`config.mk`:
```
export PLATFORM = sky130hd
export DESIGN_NAME = mlmc_top
export DESIGN_NICKNAME = d
export VERILOG_FILES = /design/src/mlmc_pkg.sv /design/src/mlmc_fifo.sv /design/src/mlmc_top.sv
export SDC_FILE = /design/constraint.sdc
export NUM_CORES = 1
export LEC_CHECK = 0
export BUFFER_PORTS_ARGS = -buffer_cell sky130_fd_sc_hd__buf_2
export CAP_MARGIN = 20
export CORE_ASPECT_RATIO = 1.5
export CORE_MARGIN = 2
export CORE_UTILIZATION = 40
export CTS_BUF_LIST = sky130_fd_sc_hd__clkbuf_2
export DETAILED_ROUTE_END_ITERATION = 7
export PLACE_DENSITY_LB_ADDON = 0.3
export SLEW_MARGIN = 25
export SYNTH_ARGS = -nofsm -noshare
export SYNTH_HDL_FRONTEND = slang
export SYNTH_HIERARCHICAL = 1
export SYNTH_SLANG_ARGS = --single-unit
export TNS_END_PERCENT = 100
```
`constraint.sdc`:
```
create_clock -name clk -period 10.8 [get_ports clk]
set_clock_uncertainty 0.1 [all_clocks]
set_input_delay 2.7 -clock clk [delete_from_list [all_inputs] [get_ports clk]]
set_output_delay 2.7 -clock clk [all_outputs]
set_load 0.005 [all_outputs]
```
`src/mlmc_pkg.sv`:
```
package mlmc_pkg;
  localparam int CLK_HZ = 10_000_000;
  localparam int T_CARRIER_ON_MS = 10;
  localparam int T_CARRIER_OFF_MS = 5;
  localparam int T_CMD_SPACE_MS = 125;
  localparam int CARRIER_ON_CYC = CLK_HZ / 1000 * T_CARRIER_ON_MS;
  localparam int CARRIER_OFF_CYC = CLK_HZ / 1000 * T_CARRIER_OFF_MS;
  localparam int CMD_SPACE_CYC = CLK_HZ / 1000 * T_CMD_SPACE_MS;
  localparam int T_LOSS_UNIT_MS = 100;
  localparam int LOSS_UNIT_CYC = CLK_HZ / 1000 * T_LOSS_UNIT_MS;
  localparam int CNT_W = 21;
  typedef logic [CNT_W-1:0] mlmc_cnt_t;

  // Register numbers as used on the command port
  localparam logic [7:0] REG_CARRIER_LOSS = 8'h0a;
  localparam logic [7:0] REG_RETRAIN_INIT = 8'h1a;
  localparam logic [7:0] REG_RETRAIN_THR = 8'h46;
  localparam logic [7:0] REG_CMD_SPACING = 8'h49;
  localparam logic [7:0] REG_CALLER_ID = 8'h5f;
  localparam logic [7:0] REG_COUNTRY = 8'h63;
  localparam logic [7:0] REG_CALL_OPT = 8'h6e;
  localparam logic [7:0] REG_ANS_TONE = 8'h78;
  localparam logic [7:0] REG_RING_THR = 8'h7b;

  localparam int SPACING_BIT = 5;
  localparam int RETRAIN_INIT_BIT = 2;
  localparam int TYPE2_CID_BIT = 3;
  localparam int RING_NOFREQ_BIT = 7;
  localparam logic [7:0] CID_SNOOP_VAL = 8'h99;
  localparam logic [7:0] LOSS_NEVER = 8'hff;
  localparam logic [7:0] ANS_TONE_MASK = 8'h37;

  localparam logic [7:0] RST_ANS = 8'h35;
  localparam logic [7:0] RST_RING = 8'h00;
  localparam logic [7:0] RST_LOSS = 8'h0e;
  localparam logic [7:0] RST_SPACING = 8'h20;
  localparam logic [7:0] RST_RETRAIN_INIT = 8'h00;
  localparam logic [7:0] RST_RETRAIN_THR = 8'h20;
  localparam logic [7:0] RST_CALL_OPT = 8'h00;
  localparam logic [7:0] RST_CID = 8'h00;
  localparam logic [7:0] PROF_US = 8'h01;
  localparam logic [7:0] PROF_OTHER_RING = 8'h07;

  // Result text, index 0 leaves first
  localparam logic [3:0][7:0] OK_MSG = {8'h0a, 8'h0d, 8'h4b, 8'h4f};

  typedef enum logic [3:0] {
    CMD_NOP = 4'h0,
    CMD_SREG_WR = 4'h1,
    CMD_SREG_RD = 4'h2,
    CMD_GATED_HALF_DUPLEX = 4'h3,
    CMD_OTHER_MODULATION = 4'h4,
    CMD_FIXED_LINK_MODE = 4'h5,
    CMD_RAW_CARRIER = 4'h6,
    CMD_QUALIFIED_CARRIER = 4'h7,
    CMD_HANGUP_ON_TOGGLE = 4'h8,
    CMD_RETRAIN_RESPONSE = 4'h9,
    CMD_DIAL = 4'ha,
    CMD_ANSWER = 4'hb,
    CMD_HANGUP = 4'hc,
    CMD_FACTORY = 4'hd
  } mlmc_cmd_e;

  typedef enum logic [3:0] {
    LK_IDLE = 4'b0001,
    LK_TRAIN = 4'b0010,
    LK_DATA = 4'b0100,
    LK_HANGUP = 4'b1000
  } mlmc_link_e;

  typedef enum logic [3:0] {
    HD_OFF = 4'b0001,
    HD_ON_DLY = 4'b0010,
    HD_ON = 4'b0100,
    HD_OFF_DLY = 4'b1000
  } mlmc_hd_e;

  typedef enum logic [2:0] {
    CID_IDLE = 3'b001,
    CID_SEND_D = 3'b010,
    CID_RX = 3'b100
  } mlmc_cid_e;
endpackage

```
`src/mlmc_fifo.sv`:
```
`timescale 1ns/1ps
module mlmc_fifo #(
  parameter int WIDTH = 8,
  parameter int DEPTH = 32
) (
  input logic clk,
  input logic rst,
  input logic in_valid,
  input logic [WIDTH-1:0] in_data,
  output logic in_ready,
  output logic out_valid,
  output logic [WIDTH-1:0] out_data,
  input logic out_ready,
  output logic empty
);
  localparam int AW = $clog2(DEPTH);
  localparam int CW = $clog2(DEPTH + 1);
  typedef struct packed {
    logic [DEPTH-1:0][WIDTH-1:0] mem;
    logic [AW-1:0] wr;
    logic [AW-1:0] rd;
    logic [CW-1:0] cnt;
    logic ov;
    logic [WIDTH-1:0] od;
  } mlmc_fifo_s;
  mlmc_fifo_s f_q, f_d;
  logic push, pop;

  assign in_ready = (f_q.cnt != CW'(DEPTH));
  assign push = in_valid && in_ready;
  // Output word sits in a register so the consumer sees flop outputs
  assign pop = (f_q.cnt != '0) && (!f_q.ov || out_ready);
  assign out_valid = f_q.ov;
  assign out_data = f_q.od;
  assign empty = (f_q.cnt == '0) && !f_q.ov;

  always_comb begin
    f_d = f_q;
    if (out_ready) begin
      f_d.ov = 1'b0;
    end
    if (pop) begin
      f_d.od = f_q.mem[f_q.rd];
      f_d.ov = 1'b1;
      f_d.rd = (f_q.rd == AW'(DEPTH - 1)) ? '0 : f_q.rd + 1'b1;
    end
    if (push) begin
      f_d.mem[f_q.wr] = in_data;
      f_d.wr = (f_q.wr == AW'(DEPTH - 1)) ? '0 : f_q.wr + 1'b1;
    end
    f_d.cnt = f_q.cnt + CW'(push) - CW'(pop);
  end

  always_ff @(posedge clk or posedge rst) begin
    if (rst) begin
      f_q <= '0;
    end else begin
      f_q <= f_d;
    end
  end
endmodule

```
`src/mlmc_top.sv`:
```
`timescale 1ns/1ps
module mlmc_top
  import mlmc_pkg::*;
#(
  parameter int ON_CYC = CARRIER_ON_CYC,
  parameter int OFF_CYC = CARRIER_OFF_CYC,
  parameter int SPACE_CYC = CMD_SPACE_CYC,
  parameter int LOSS_CYC = LOSS_UNIT_CYC,
  parameter int FIFO_W = 8,
  parameter int FIFO_DEPTH = 32
) (
  input logic clk,
  input logic rst,
  input logic cmd_valid,
  input logic [3:0] cmd_code,
  input logic [7:0] cmd_addr,
  input logic [7:0] cmd_data,
  output logic cmd_ready,
  output logic [7:0] sreg_rdata,
  output logic sreg_rvalid,
  input logic rts,
  output logic cts,
  input logic dtr,
  output logic tx_carrier,
  output logic search_remote,
  output logic train_start,
  input logic train_done,
  input logic carrier_raw,
  input logic carrier_qual,
  output logic dcd,
  input logic [7:0] line_err,
  output logic retrain_resp_en,
  output logic retrain_init_en,
  output logic retrain_req,
  input logic [7:0] ring_energy,
  input logic ring_freq_ok,
  input logic cadence_ok,
  input logic opto_ring,
  output logic ring_detect,
  output logic off_hook,
  input logic cw_alert,
  input logic cid_msg_done,
  output logic dtmf_d_send,
  output logic cid_listen,
  output logic [7:0] answer_tone_en,
  input logic [7:0] rx_byte,
  input logic rx_byte_valid,
  output logic rx_in_ready,
  output logic [FIFO_W-1:0] rxd_data,
  output logic rxd_valid,
  input logic rxd_ready,
  input logic ser_idle
);
  typedef struct packed {
    mlmc_link_e link;
    mlmc_hd_e hd;
    mlmc_cid_e cid;
    logic [7:0] r_loss, r_spacing, r_rinit, r_rthr;
    logic [7:0] r_callopt, r_cid, r_country, r_ans, r_ring;
    logic hdx, fixed, raw, hup_dtr, rresp;
    mlmc_cnt_t hd_cnt, sp_cnt, loss_pre;
    logic [7:0] loss_units;
    logic cmd_ready, rvalid;
    logic [7:0] rdata;
    logic cts, txc, search, train_start, dcd, rreq;
    logic ring, dtmf_d, listen, off_hook, dtr_prev;
    logic msg;
    logic [1:0] msg_idx;
    logic pend_v;
    logic [7:0] pend_d;
    logic rx_rdy;
  } mlmc_state_s;
  mlmc_state_s s_q, s_d;

  logic cmd_take, carr_sel, dtr_tog, type2_on, path_open, hit, freq_chk;
  logic fifo_in_valid, fifo_in_ready, fifo_empty, out_done;
  logic take_rresp, take_hup;
  logic [7:0] fifo_in_data;

  assign cmd_take = cmd_valid && s_q.cmd_ready;
  assign carr_sel = s_q.raw ? carrier_raw : carrier_qual;
  assign dtr_tog = s_q.hup_dtr && (dtr != s_q.dtr_prev);
  assign type2_on = s_q.r_callopt[TYPE2_CID_BIT] && s_q.off_hook;
  assign path_open = (s_q.link == LK_DATA) || s_q.listen;
  assign freq_chk = !s_q.r_ring[RING_NOFREQ_BIT];
  // Whole register at zero falls back to the optocoupler input
  assign hit = (s_q.r_ring != 8'h00) ?
    (ring_energy >= {1'b0, s_q.r_ring[6:0]}) : opto_ring;
  assign fifo_in_valid = s_q.msg || s_q.pend_v;
  assign fifo_in_data = s_q.msg ? OK_MSG[s_q.msg_idx] : s_q.pend_d;
  assign out_done = fifo_empty && ser_idle && !s_q.msg && !s_q.pend_v;
  assign take_rresp = cmd_take && (cmd_code == CMD_RETRAIN_RESPONSE);
  assign take_hup = cmd_take && (cmd_code == CMD_HANGUP);

  always_comb begin
    s_d = s_q;
    s_d.rvalid = 1'b0;
    s_d.train_start = 1'b0;
    s_d.dtmf_d = 1'b0;
    s_d.dtr_prev = dtr;

    unique case (s_q.link)
      LK_IDLE: begin
      end
      LK_TRAIN: begin
        if (train_done) begin
          s_d.link = LK_DATA;
        end
      end
      LK_DATA: begin
        // Loss counting stops at the never value; carrier still clears the counters
        if (carr_sel) begin
          s_d.loss_pre = '0;
          s_d.loss_units = 8'h00;
        end else if (s_q.r_loss != LOSS_NEVER) begin
          if (s_q.loss_units >= s_q.r_loss) begin
            s_d.link = LK_IDLE;
            s_d.off_hook = 1'b0;
          end else if (s_q.loss_pre == mlmc_cnt_t'(LOSS_CYC - 1)) begin
            s_d.loss_pre = '0;
            s_d.loss_units = s_q.loss_units + 8'h01;
          end else begin
            s_d.loss_pre = s_q.loss_pre + 1'b1;
          end
        end
      end
      LK_HANGUP: begin
        // Carrier holds until the last result byte left the port
        if (out_done) begin
          s_d.link = LK_IDLE;
          s_d.off_hook = 1'b0;
        end
      end
    endcase
    if (s_d.link != LK_DATA) begin
      s_d.loss_pre = '0;
      s_d.loss_units = 8'h00;
    end

    if (dtr_tog && (s_q.link == LK_TRAIN || s_q.link == LK_DATA)) begin
      s_d.link = LK_HANGUP;
      s_d.msg = 1'b1;
      s_d.msg_idx = 2'd0;
    end

    unique case (s_q.cid)
      CID_IDLE: begin
        if (type2_on && cw_alert) begin
          s_d.cid = CID_SEND_D;
          s_d.dtmf_d = 1'b1;
        end
      end
      CID_SEND_D: begin
        s_d.cid = CID_RX;
      end
      CID_RX: begin
        if (cid_msg_done) begin
          s_d.cid = CID_IDLE;
          s_d.link = LK_IDLE;
          s_d.off_hook = 1'b0;
        end
      end
    endcase

    if (cmd_take) begin
      if (s_q.r_spacing[SPACING_BIT]) begin
        s_d.cmd_ready = 1'b0;
        s_d.sp_cnt = mlmc_cnt_t'(SPACE_CYC - 1);
      end
      case (mlmc_cmd_e'(cmd_code))
        CMD_SREG_WR: begin
          case (cmd_addr)
            REG_CARRIER_LOSS: s_d.r_loss = cmd_data;
            REG_RETRAIN_INIT: s_d.r_rinit = cmd_data;
            REG_RETRAIN_THR: s_d.r_rthr = cmd_data;
            REG_CMD_SPACING: s_d.r_spacing = cmd_data;
            REG_CALLER_ID: s_d.r_cid = cmd_data;
            REG_CALL_OPT: s_d.r_callopt = cmd_data;
            REG_ANS_TONE: s_d.r_ans = cmd_data & ANS_TONE_MASK;
            REG_RING_THR: s_d.r_ring = cmd_data;
            REG_COUNTRY: begin
              // One value loads a set; each stays writable later
              s_d.r_country = cmd_data;
              s_d.r_ans = RST_ANS;
              s_d.r_loss = RST_LOSS;
              s_d.r_spacing = RST_SPACING;
              s_d.r_ring = (cmd_data == PROF_US) ? RST_RING : PROF_OTHER_RING;
            end
            default: begin
            end
          endcase
        end
        CMD_SREG_RD: begin
          s_d.rvalid = 1'b1;
          case (cmd_addr)
            REG_CARRIER_LOSS: s_d.rdata = s_q.r_loss;
            REG_RETRAIN_INIT: s_d.rdata = s_q.r_rinit;
            REG_RETRAIN_THR: s_d.rdata = s_q.r_rthr;
            REG_CMD_SPACING: s_d.rdata = s_q.r_spacing;
            REG_CALLER_ID: s_d.rdata = s_q.r_cid;
            REG_CALL_OPT: s_d.rdata = s_q.r_callopt;
            REG_ANS_TONE: s_d.rdata = s_q.r_ans;
            REG_RING_THR: s_d.rdata = s_q.r_ring;
            REG_COUNTRY: s_d.rdata = s_q.r_country;
            default: s_d.rdata = 8'h00;
          endcase
        end
        CMD_GATED_HALF_DUPLEX: s_d.hdx = 1'b1;
        CMD_OTHER_MODULATION: s_d.hdx = 1'b0;
        CMD_FIXED_LINK_MODE: s_d.fixed = 1'b1;
        CMD_RAW_CARRIER: s_d.raw = 1'b1;
        CMD_QUALIFIED_CARRIER: s_d.raw = 1'b0;
        CMD_HANGUP_ON_TOGGLE: s_d.hup_dtr = 1'b1;
        CMD_RETRAIN_RESPONSE: s_d.rresp = 1'b1;
        CMD_DIAL, CMD_ANSWER: begin
          if (s_q.link == LK_IDLE) begin
            s_d.off_hook = 1'b1;
            s_d.link = s_q.fixed ? LK_DATA : LK_TRAIN;
            s_d.train_start = !s_q.fixed;
          end
        end
        CMD_HANGUP: begin
          s_d.link = LK_IDLE;
          s_d.off_hook = 1'b0;
          s_d.msg = 1'b0;
        end
        CMD_FACTORY: begin
          s_d.hdx = 1'b0;
          s_d.fixed = 1'b0;
          s_d.raw = 1'b0;
          s_d.hup_dtr = 1'b0;
          s_d.rresp = 1'b0;
          s_d.r_loss = RST_LOSS;
          s_d.r_spacing = RST_SPACING;
          s_d.r_rinit = RST_RETRAIN_INIT;
          s_d.r_rthr = RST_RETRAIN_THR;
          s_d.r_callopt = RST_CALL_OPT;
          s_d.r_cid = RST_CID;
          s_d.r_ans = RST_ANS;
          s_d.r_ring = RST_RING;
        end
        default: begin
        end
      endcase
    end else if (!s_q.cmd_ready) begin
      if (s_q.sp_cnt == '0) begin
        s_d.cmd_ready = 1'b1;
      end else begin
        s_d.sp_cnt = s_q.sp_cnt - 1'b1;
      end
    end
    if (!s_d.off_hook) begin
      s_d.cid = CID_IDLE;
    end

    // RTS gating runs only while a link is up
    if (s_q.hdx && (s_q.link == LK_TRAIN || s_q.link == LK_DATA)) begin
      unique case (s_q.hd)
        HD_OFF: begin
          if (rts) begin
            s_d.hd = HD_ON_DLY;
            s_d.hd_cnt = mlmc_cnt_t'(ON_CYC - 1);
          end
        end
        HD_ON_DLY: begin
          if (!rts) begin
            s_d.hd = HD_OFF;
          end else if (s_q.hd_cnt == '0) begin
            s_d.hd = HD_ON;
          end else begin
            s_d.hd_cnt = s_q.hd_cnt - 1'b1;
          end
        end
        HD_ON: begin
          if (!rts) begin
            s_d.hd = HD_OFF_DLY;
            s_d.hd_cnt = mlmc_cnt_t'(OFF_CYC - 1);
          end
        end
        HD_OFF_DLY: begin
          // RTS during the tail is seen only once the carrier is down
          if (s_q.hd_cnt == '0) begin
            s_d.hd = HD_OFF;
          end else begin
            s_d.hd_cnt = s_q.hd_cnt - 1'b1;
          end
        end
      endcase
    end else begin
      s_d.hd = HD_OFF;
    end

    unique case (s_d.link)
      LK_IDLE: s_d.txc = 1'b0;
      LK_TRAIN, LK_DATA: begin
        s_d.txc = s_q.hdx ?
          (s_d.hd == HD_ON || s_d.hd == HD_OFF_DLY) : 1'b1;
      end
      LK_HANGUP: s_d.txc = s_q.txc;
    endcase
    s_d.cts = s_q.hdx ? (s_d.hd == HD_ON) : 1'b1;
    s_d.search = (s_d.link == LK_TRAIN || s_d.link == LK_DATA) &&
      !carr_sel;
    s_d.dcd = carr_sel;
    s_d.rreq = (s_q.link == LK_DATA) && s_q.r_rinit[RETRAIN_INIT_BIT] &&
      (line_err > s_q.r_rthr);
    s_d.ring = hit && cadence_ok && (!freq_chk || ring_freq_ok);
    s_d.listen = ((s_q.r_cid == CID_SNOOP_VAL) && !s_d.off_hook) ||
      (s_d.cid == CID_RX);

    if (fifo_in_ready) begin
      if (s_q.msg) begin
        s_d.msg_idx = s_q.msg_idx + 2'd1;
        s_d.msg = (s_q.msg_idx != 2'd3) && s_d.msg;
      end else if (s_q.pend_v) begin
        s_d.pend_v = 1'b0;
      end
    end
    if (s_q.rx_rdy && rx_byte_valid) begin
      s_d.pend_v = 1'b1;
      s_d.pend_d = rx_byte;
    end
    s_d.rx_rdy = path_open && !s_d.pend_v && !s_d.msg;
  end

  always_ff @(posedge clk or posedge rst) begin
    if (rst) begin
      s_q <= '0;
      s_q.link <= LK_IDLE;
      s_q.hd <= HD_OFF;
      s_q.cid <= CID_IDLE;
      s_q.r_loss <= RST_LOSS;
      s_q.r_spacing <= RST_SPACING;
      s_q.r_rinit <= RST_RETRAIN_INIT;
      s_q.r_rthr <= RST_RETRAIN_THR;
      s_q.r_callopt <= RST_CALL_OPT;
      s_q.r_cid <= RST_CID;
      s_q.r_country <= PROF_US;
      s_q.r_ans <= RST_ANS;
      s_q.r_ring <= RST_RING;
      s_q.cmd_ready <= 1'b1;
      s_q.cts <= 1'b1;
    end else begin
      s_q <= s_d;
    end
  end

  mlmc_fifo #(.WIDTH(FIFO_W), .DEPTH(FIFO_DEPTH)) u_fifo (
    .clk(clk),
    .rst(rst),
    .in_valid(fifo_in_valid),
    .in_data(fifo_in_data),
    .in_ready(fifo_in_ready),
    .out_valid(rxd_valid),
    .out_data(rxd_data),
    .out_ready(rxd_ready),
    .empty(fifo_empty)
  );

  assign cmd_ready = s_q.cmd_ready;
  assign sreg_rdata = s_q.rdata;
  assign sreg_rvalid = s_q.rvalid;
  assign cts = s_q.cts;
  assign tx_carrier = s_q.txc;
  assign search_remote = s_q.search;
  assign train_start = s_q.train_start;
  assign dcd = s_q.dcd;
  assign retrain_resp_en = s_q.rresp;
  assign retrain_init_en = s_q.r_rinit[RETRAIN_INIT_BIT];
  assign retrain_req = s_q.rreq;
  assign ring_detect = s_q.ring;
  assign off_hook = s_q.off_hook;
  assign dtmf_d_send = s_q.dtmf_d;
  assign cid_listen = s_q.listen;
  assign answer_tone_en = s_q.r_ans;
  assign rx_in_ready = s_q.rx_rdy;

  // Helper ages for the timing checks below
  mlmc_cnt_t rts_hi, off_age;
  always_ff @(posedge clk or posedge rst) begin
    if (rst) begin
      rts_hi <= '0;
      off_age <= '0;
    end else begin
      rts_hi <= !rts ? '0 : (&rts_hi ? rts_hi : rts_hi + 1'b1);
      off_age <= s_q.cts ? '0 : (&off_age ? off_age : off_age + 1'b1);
    end
  end
endmodule

```
==> results of run 1 <==
state kept, by name, indices dropped and copies added, names as in the netlist, 5 cells and up:
name	cells
u_fifo/out_data	8
sreg_rdata	8
s_q	162
answer_tone_en	5
u_fifo/f_q	272
cells by family after synthesis:
logic type | after synthesis | synth area share (%)
buf+inv | 211 | 4.417
flops | 471 | 49.74
fa+ha+maj | 47 | 2.509
compound gates | 372 | 10.82
xor+xnor | 44 | 1.624
other cells | 1 | 0.01580
mux | 414 | 18.94
simple gates | 526 | 11.95
how the worst max path moves through the flow:
stage / startpoint / endpoint / slack, ns / cells past startpoint
3_5_place_dp: carrier_qual / s_q[34] / 5.03 / 8
3_3_place_gp: carrier_raw / s_q[34] / 5.23 / 8
4_1_cts: cmd_ready / cmd_ready / 5.88 / 1
2_1_floorplan: rst / u_fifo/f_q[100] / 0.25 / 1
5_1_grt: cmd_ready / cmd_ready / 5.89 / 1
6_report: cmd_ready / cmd_ready / 6.02 / 1
layout make-up:
type / count / area, µm²
timing repair buffer: 121 / 686.9
antenna: 3 / 7.507
tap: 777 / 972.2
fill: 5581 / 33000
clock buffer: 163 / 815.8
sequential: 471 / 11810
clock inverter: 48 / 211.5
multi-input combinational: 1406 / 10970
inverter: 78 / 312.8
stage by stage:
stage | hold WS (ns) | util, % | worst slack, ns | cells
2_1_floorplan | 0.3308 | - | 0.2495 | 2088
3_3_place_gp | 0.3591 | 42.02 | 5.228 | 2851
3_5_place_dp | 0.3686 | 42.03 | 5.034 | 2851
4_1_cts | 0.3929 | 43.78 | 5.878 | 3062
5_1_grt | 0.4129 | 43.86 | 5.887 | 3067
6_report | 0.3896 | 43.86 | 6.018 | 3067
report_power, final:
group | internal (mW) | leakage (nW) | switching, mW | total, mW
sequential | 1.80 | 6.35 | 0.0455 | 1.85
clock | 0.417 | 0.781 | 0.747 | 1.16
combinational | 0.305 | 5.62 | 0.505 | 0.811
total | 2.53 | 12.7 | 1.30 | 3.82
layout by cell type (no fill, tap or decap), types with 20 or more instances in the layout:
master | netlist | routed
a21oi_1 | 62 | 62
a22o_1 | 27 | 27
a22oi_1 | 53 | 53
and3_1 | 26 | 26
buf_2 | 11 | 96
buf_4 | 33 | 22
clkbuf_2 | 1 | 163
clkinv_1 | 0 | 35
dfrtp_1 | 456 | 455
ha_1 | 46 | 46
inv_1 | 78 | 76
mux2_2 | 272 | 272
mux2i_1 | 134 | 131
nand2_1 | 140 | 140
nand3_1 | 47 | 47
nand4_1 | 26 | 26
nor2_1 | 83 | 82
nor2b_1 | 25 | 20
nor3_1 | 35 | 34
o21ai_0 | 115 | 115
or3_1 | 22 | 22
xnor2_1 | 26 | 26
metal layers:
layer	global-route usage, %	vias to the layer above	wire [µm]
li1	-	7817	-
met1	23.12	8454	24090
met3	3.415	131	2630
met5	0	-	27
met2	34.73	423	30110
met4	9.176	4	2280
==> metrics.csv, run 1 <==
stage,metric,value,unit
run_status,status,"finished, final reports clean",
worst_setup_path,Reg-to-Reg Start,u_fifo/f_q[11],
worst_setup_path,slowest cell delay on critical path,0.67,ns
power,Leakage,12.75,nW
worst_setup_path,Crit path buffers/inverters,1,
power,VDD IR-drop max,0.0001072,V
drt,Detail Route Antenna Nets,0,
drt,drt total wl,59140,µm
hold_path,Hold/Removal Path Class,flip-flop to flip-flop,
global_route,Tot GR Track Use,19.61,%
cts,Num CTS Buffers,114,
synth,top post-synthesis cells by area,"dfrtp_1 (48%), mux2_2 (13%), mux2i_1 (5.7%)",
sta,RSZ-0062 raised after global routing,false,
worst_setup_path,Reg2Reg Depth,15,
hold_path,WHS Endpoint,sreg_rdata[3],
worst_setup_path,Worst setup EP type,primary output,
drt,WL/cell,19.28,µm
synth,Post-Syn Area per Cell,11.38,µm²
power,Final Power,3.825,mW
sta,Tcrit/Tclk final,44.28,%
sta,Final Slew Violations,0,
worst_setup_path,Startpoint Class,flip-flop,
synth,asr flop ratio synth,100.0,%
synth,list of most frequent post-synthesis cells,"dfrtp_1 (456), mux2_2 (272), nand2_1 (140)",
worst_setup_path,crit path kind,flip-flop to primary output,
worst_setup_path,crit-path max FO,13,
cells_and_area,area grow syn2layout,8.619,%
worst_setup_path,Reg2Reg Capture Point,u_fifo/f_q[13],
sta,Final TNS setup,0,ns
sta,Slew headroom,30.05,%
die,starting density of the core,40.38,%
die,chip height,302.3,µm
power,power density over the cells,148.4,nW/µm²
synth,number of library cell types mapped by synthesis,85,
drt,drc violations,0,
cts,# Post-CTS Setup Buffers,0,
cts,CTS H-Tree Depth,3,
cts,clk buf depth,3,
sta,setup violators final,0,
drt,initial drt markers,859,
synth,most instantiated library cell after synthesis,dfrtp_1,
sta,clock period minus worst slack,4.782,ns
cts,CTS Sinks,471,
sta,final hold violation count,0,
synth,Synth top area share,48.08,%
worst_setup_path,"delay-heaviest family, CP",flip-flops,
cells_and_area,layout cells sized above 1,29.34,%
place,placed instance area,24710,µm²
worst_setup_path,cells along the critical path,buf_2,
synth,top_reg_cell synth,dfrtp_1,
sta,Fmax,209.1,MHz
drt,TritonRoute pass-1 iters,5,
synth,"area leader, netlist",dfrtp_1,
cts,CTS tree,built,
worst_setup_path,Worst EP required,8.00,ns
synth,Post-synth EDFFs,0,
flow_run,Max Cap Violations,0,
synth,synthesized area,23740,µm²
place,Final GP Congestion,0.8649,
hold_path,hold path cells,1,
synth,post-synthesis sequential area ratio,49.74,%
drt,via count,16829,
cts,latest clock arrival within the worst-skew pair,1.19,ns
global_route,largest net degree at the start of global routing,134,
die,die area,61340,µm²
global_route,vias in the first global route,17678,
cts,hold_buf cts,0,
synth,"flops & latches, synth",471,
sta,Worst-Margin Slew,1.046,ns
place,count of input and output buffers,96,
place,detailed placer's ending HPWL,40170,µm
worst_setup_path,r2r setup slk,7.16,ns
global_route,antenna violations before repair,8,
synth,Mapped Cells,2086,
synth,Synth warnings,6,
cells_and_area,NumNets Final,2299,
global_route,first-pass GRT wire length,95420,µm
die,core box area,58780,µm²
cts,CTS root buf,clkbuf_2,
worst_setup_path,"Arr. time, crit path",1.98,ns
hold_path,hold_sp,sreg_rdata[3],
cts,cts repair resizes,0,
worst_setup_path,"Slowest-stage cell, CP",dfstp_2,
cts,clk slew on worst S/H paths,0.11,ns
die,I/O pins,100,
drt,via-per-instance ratio,5.487,
cells_and_area,Finished Cell Area,25780,µm²
die,FP Rows,109,
die,DIE WIDTH,202.9,µm
global_route,grt ovf,0,
Power figures use the tool's default switching activity.
==> run 2: changes to the inputs <==
clock period = 4.52 ns   (was 10.8 ns; I/O delays follow)
==> run 2 against run 1 <==
Register-to-register slack got worse by 6.0 ns. Via count fell by 0.15%. Combinational power rose by 140%. Count of clock-buffer cells in the layout rose by 7. Worst hold slack got worse by 0.25 ns. Sequential share of layout area fell by 0.38 points. Cell count rose by 0.29%. Final area rose by 0.84%. Critical endpoint is now tx_carrier. Largest power group unchanged. Highest routed layer unchanged.
==> metrics.csv, run 2 (synthesized netlist as in run 1, its figures left out) <==
stage,metric,value,unit,change
die,die area,61340,µm²,unchanged
cells_and_area,NumNets Final,2316,,+0.74%
worst_setup_path,Reg-to-Reg Start,s_q[84],,
worst_setup_path,"Arr. time, crit path",4.29,ns,+2.31 ns
place,Final GP Congestion,0.9033,,+4.4%
place,placed instance area,24880,µm²,+0.70%
global_route,first-pass GRT wire length,95050,µm,-0.38%
cells_and_area,Finished Cell Area,26000,µm²,+0.84%
cts,Num CTS Buffers,116,,+1.8%
die,DIE WIDTH,202.9,µm,unchanged
cells_and_area,Largest Register,u_fifo/f_q,,
drt,via count,16804,,-0.15%
power,Final Power,9.241,mW,+140%
die,I/O pins,100,,unchanged
drt,WL/cell,19.20,µm,-0.41%
cells_and_area,most frequent cells in the layout,"dfrtp_1 (455), mux2_2 (272), clkbuf_2 (170)",,
die,starting density of the core,40.38,%,unchanged
hold_path,hold_sp,cadence_ok,,
global_route,largest net degree at the start of global routing,123,,-8.2%
cells_and_area,Largest register FFs,272,,unchanged
sta,final hold violation count,0,,unchanged
global_route,grt ovf,0,,unchanged
cts,CTS H-Tree Depth,3,,unchanged
cts,# Post-CTS Setup Buffers,0,,unchanged
drt,drt total wl,59070,µm,-0.12%
sta,setup violators final,0,,unchanged
sta,Tcrit/Tclk final,74.03,%,
place,count of input and output buffers,96,,unchanged
drt,TritonRoute pass-1 iters,5,,unchanged
flow_run,Max Cap Violations,0,,unchanged
sta,Slew headroom,34.94,%,+4.9 points
sta,Worst-Margin Slew,0.9739,ns,-0.07248 ns
worst_setup_path,Startpoint Class,flip-flop,,
power,VDD IR-drop max,0.0002137,V,+99%
sta,Worst Hold Slack,0.1361,ns,-0.2535 ns
cells_and_area,area grow syn2layout,9.536,%,
sta,Final TNS setup,0,ns,unchanged
worst_setup_path,Worst EP required,5.46,ns,-2.54 ns
global_route,Tot GR Track Use,19.58,%,-0.025 points
sta,RSZ-0062 raised after global routing,false,,
global_route,antenna violations before repair,2,,-6
sta,post-route setup slack,1.174,ns,-4.844 ns
place,detailed placer's ending HPWL,41180,µm,+2.5%
drt,Detail Route Antenna Nets,0,,unchanged
cells_and_area,"commonest non-fill, non-tap cell in the layout",dfrtp_1,,
cells_and_area,"Core Util, Final",44.23,%,+0.37 points
cells_and_area,post-route insts no fill,3076,,+0.29%
die,core box area,58780,µm²,unchanged
sta,Final Slew Violations,0,,unchanged
sta,Fmax,298.9,MHz,
cts,clk slew on worst S/H paths,0.11,ns,about the same
cts,clk buf depth,3,,unchanged
hold_path,Hold/Removal Path Class,input port to flip-flop,,
die,FP Rows,109,,unchanged
worst_setup_path,crit-path max FO,5,,-8
cells_and_area,top flop regs,"u_fifo/f_q (272), s_q (162)",,
die,chip height,302.3,µm,unchanged
drt,via-per-instance ratio,5.463,,-0.44%
cts,cts repair resizes,0,,unchanged
global_route,vias in the first global route,17655,,-0.13%
place,placed insts,2863,,+0.42%
worst_setup_path,Worst setup EP type,flip-flop,,
cells_and_area,layout cells sized above 1,29.65,%,+0.31 points
sta,clock period minus worst slack,3.346,ns,
cts,latest clock arrival within the worst-skew pair,1.14,ns,-0.05 ns
cts,CTS Sinks,471,,unchanged
place,Place WS,0.9540,ns,-4.080 ns
drt,drc violations,0,,unchanged
worst_setup_path,r2r setup slk,1.17,ns,-5.99 ns
drt,initial drt markers,774,,-9.9%
cts,CTS root buf,clkbuf_2,,
worst_setup_path,crit path kind,flip-flop to flip-flop,,
cts,CTS tree,built,,
worst_setup_path,crit path launch,s_q[84],,
run_status,status,"finished, final reports clean",,
power,Leakage,12.85,nW,+0.83%
power,power density over the cells,355.4,nW/µm²,+140%
## run 2: final timing paths
kind                            endpoint  cells past startpoint
max in group asynchronous        s_q[36]                      4
setup / recovery              tx_carrier                      9
setup reg to reg              tx_carrier                      9
hold / removal               ring_detect                      3
hold reg to reg            sreg_rdata[3]                      1
min in group asynchronous        s_q[88]                      3
## run 2: worst max-delay path, cell delays in order, from the launching register on
cell	delay, ns
dfrtp_1	0.40
inv_1	0.10
ha_1	0.21
nor4b_1	0.69
nand4_1	0.30
nor3_1	0.53
nand2_1	0.09
o21ai_0	0.34
nand4b_1	0.18
a311oi_1	0.31
## run 2: power by group
group          internal [mW]  switching (mW)
clock network           1.12            1.72
logic                  0.762            1.19
registers               4.31           0.142
total                   6.19            3.05
## run 2: area by class of cell
class,instances,area (µm²)
clock inverter,36,196.4
antenna,2,5.005
inverter,78,300.3
fill,5624,32780
tap,777,972.2
multi-input combinational,1406,10960
clock buffer,170,850.8
timing repair buffer,136,905.9
sequential,471,11810
## run 2: routing by layer
metal	routed length, µm	vias to the layer above	global-route usage [%]
li1	-	7857	-
met1	23520	8391	22.54
met2	30400	419	34.98
met3	2652	135	3.426
met4	2485	2	9.871
met5	7	-	0
## run 2: what timing repair did
item / 4_1_cts / 5_1_grt
hold buffers: 4 / 0
hold endpoints to repair: 52 / 0
endpoints found under the setup margin: 0 / 0
==> run 3: changes to the inputs <==
clock period = 3.16 ns   (was 4.52 ns; I/O delays follow)
==> run 3 against run 2 <==
Critical path type unchanged. Combinational power is 54% higher. Highest routed layer is now met4. First-iteration DRC count up 20%. Routed wire length up 3.9%. Clock power rose by 45%.
==> metrics.csv, run 3 (synthesized netlist as in run 1, its figures left out) <==
stage,metric,value,unit,change
cts,CTS tree,built,,
cells_and_area,most frequent cells in the layout,"dfrtp_1 (455), mux2_2 (272), clkbuf_2 (162)",,
die,starting density of the core,40.38,%,unchanged
drt,drt total wl,61390,µm,+3.9%
cts,clk slew on worst S/H paths,0.11,ns,about the same
die,core box area,58780,µm²,unchanged
cells_and_area,Finished Cell Area,26760,µm²,+2.9%
worst_setup_path,Worst setup EP type,flip-flop,,
hold_path,Hold/Removal Path Class,input port to asynchronous set/reset pin,,
sta,Worst Hold Slack,0.1807,ns,+0.04456 ns
global_route,first-pass GRT wire length,97950,µm,+3.0%
drt,initial drt markers,927,,+20%
cts,CTS Sinks,471,,unchanged
cells_and_area,layout cells sized above 1,30.32,%,+0.67 points
sta,Tcrit/Tclk final,94.56,%,+21 points
sta,Worst-Margin Slew,0.9146,ns,-0.05921 ns
cells_and_area,"Core Util, Final",45.52,%,+1.3 points
global_route,largest net degree at the start of global routing,82,,-33%
cts,latest clock arrival within the worst-skew pair,1.20,ns,+0.06 ns
worst_setup_path,crit path kind,flip-flop to flip-flop,,
cts,CTS root buf,clkbuf_2,,
cts,# Post-CTS Setup Buffers,0,,unchanged
worst_setup_path,Worst EP required,4.09,ns,-1.37 ns
sta,RSZ-0062 raised after global routing,false,,
cells_and_area,area grow syn2layout,12.73,%,
power,VDD IR-drop max,0.0003695,V,+73%
cells_and_area,"commonest non-fill, non-tap cell in the layout",dfrtp_1,,
cts,CTS H-Tree Depth,3,,unchanged
die,die area,61340,µm²,unchanged
drt,Detail Route Antenna Nets,0,,unchanged
sta,Slew headroom,38.61,%,+3.7 points
drt,WL/cell,19.41,µm,+1.1%
global_route,antenna violations before repair,3,,+1
place,Final GP Congestion,0.9294,,+2.9%
cells_and_area,Largest Register,u_fifo/f_q,,
power,Final Power,13.46,mW,+46%
die,DIE WIDTH,202.9,µm,unchanged
die,chip height,302.3,µm,unchanged
sta,post-route setup slack,0.1719,ns,-1.002 ns
cells_and_area,NumNets Final,2395,,+3.4%
worst_setup_path,"Arr. time, crit path",3.91,ns,-0.38 ns
sta,Final Slew Violations,0,,unchanged
place,detailed placer's ending HPWL,42530,µm,+3.3%
power,Leakage,13.25,nW,+3.1%
sta,clock period minus worst slack,2.988,ns,-0.3580 ns
drt,drc violations,0,,unchanged
cts,cts repair resizes,0,,unchanged
global_route,vias in the first global route,18019,,+2.1%
worst_setup_path,Startpoint Class,flip-flop,,
global_route,grt ovf,0,,unchanged
cts,clk buf depth,3,,unchanged
worst_setup_path,crit-path max FO,7,,+2
die,I/O pins,100,,unchanged
sta,setup violators final,0,,unchanged
flow_run,Max Cap Violations,0,,unchanged
drt,TritonRoute pass-1 iters,7,,+2
cells_and_area,top flop regs,"u_fifo/f_q (272), s_q (162)",,
sta,final hold violation count,0,,unchanged
die,FP Rows,109,,unchanged
power,power density over the cells,503.0,nW/µm²,+42%
global_route,Tot GR Track Use,20.19,%,+0.61 points
cts,Num CTS Buffers,114,,-1.7%
place,placed instance area,25260,µm²,+1.5%
place,Place WS,0.2035,ns,-0.7505 ns
drt,via count,17179,,+2.2%
run_status,status,"finished, final reports clean",,
sta,Fmax,334.7,MHz,+12%
cells_and_area,Largest register FFs,272,,unchanged
drt,via-per-instance ratio,5.433,,-0.55%
place,count of input and output buffers,96,,unchanged
-- run 3: cell types whose count changed in the layout (fill, tap and decap cells not counted) --
cell           previous run  this run
dlygate4sd3_1             4        43
buf_4                    28        66
clkinv_1                 29        31
buf_12                    6        12
inv_6                     0         2
clkbuf_2                170       162
clkinv_2                  4         8
buf_16                    2         0
diode_2                   2         7
-- run 3: worst paths after layout --
path / start / end / slack [ns] / cells past startpoint
min: rst / u_fifo/f_q[53] / 0.18 / 3
max: s_q[66] / s_q[81] / 0.17 / 6
max reg2reg: s_q[66] / s_q[81] / 0.17 / 6
max in group asynchronous: rst / s_q[51] / 1.56 / 5
min in group clk: dtr / s_q[13] / 0.22 / 2
min reg2reg: sreg_rdata[7] / sreg_rdata[7] / 0.39 / 1
-- run 3: routing by layer --
metal  global-route usage [%]  vias to the layer above  routed length (µm)  share of wire (%)
li1                         -                     8016                   -                  -
met1                    23.97                     8627               25120                 41
met2                    35.84                      403               31340                 51
met3                    3.394                      133                2632                4.3
met4                    9.055                        0                2295                3.7
met5                        0                        -                   0                  0
-- run 3: timing repair --
action	in CTS	in global routing
endpoints found under the hold margin	323	0
setup endpoints to repair	0	0
hold buffers	43	0
-- run 3: final cells by class --
class | count | area [µm²]
fillers | 5557 | 32020
flip-flops and latches | 471 | 11810
multi-input cells | 1406 | 10960
repair buffers | 217 | 1647
well taps | 777 | 972.2
clock buffers | 162 | 810.8
inverters | 78 | 300.3
clock inverters | 44 | 241.5
diodes | 7 | 17.52
-- run 3: through the flow --
stage          std cells  TNS [ns]
2_1_floorplan       2088   -436.90
3_3_place_gp        2906         0
3_5_place_dp        2906         0
4_1_cts             3155         0
5_1_grt             3161         0
6_report            3162         0
-- run 3: critical path, cell delays in order (launching register included) --
cell and delay [ns]:
dfrtp_1 0.44, or4_4 0.59, or4_4 0.46, nor3_4 0.20
or4b_1 0.58, or3_1 0.34, a21oi_1 0.16
-- run 3: power by group --
| part | total [mW] | leakage, nW | internal (mW) | switching (mW) |
|---|---|---|---|---|
| Combinational | 3.01 | 6.11 | 1.20 | 1.81 |
| Clock | 4.12 | 0.790 | 1.57 | 2.55 |
| Sequential | 6.33 | 6.35 | 6.16 | 0.169 |
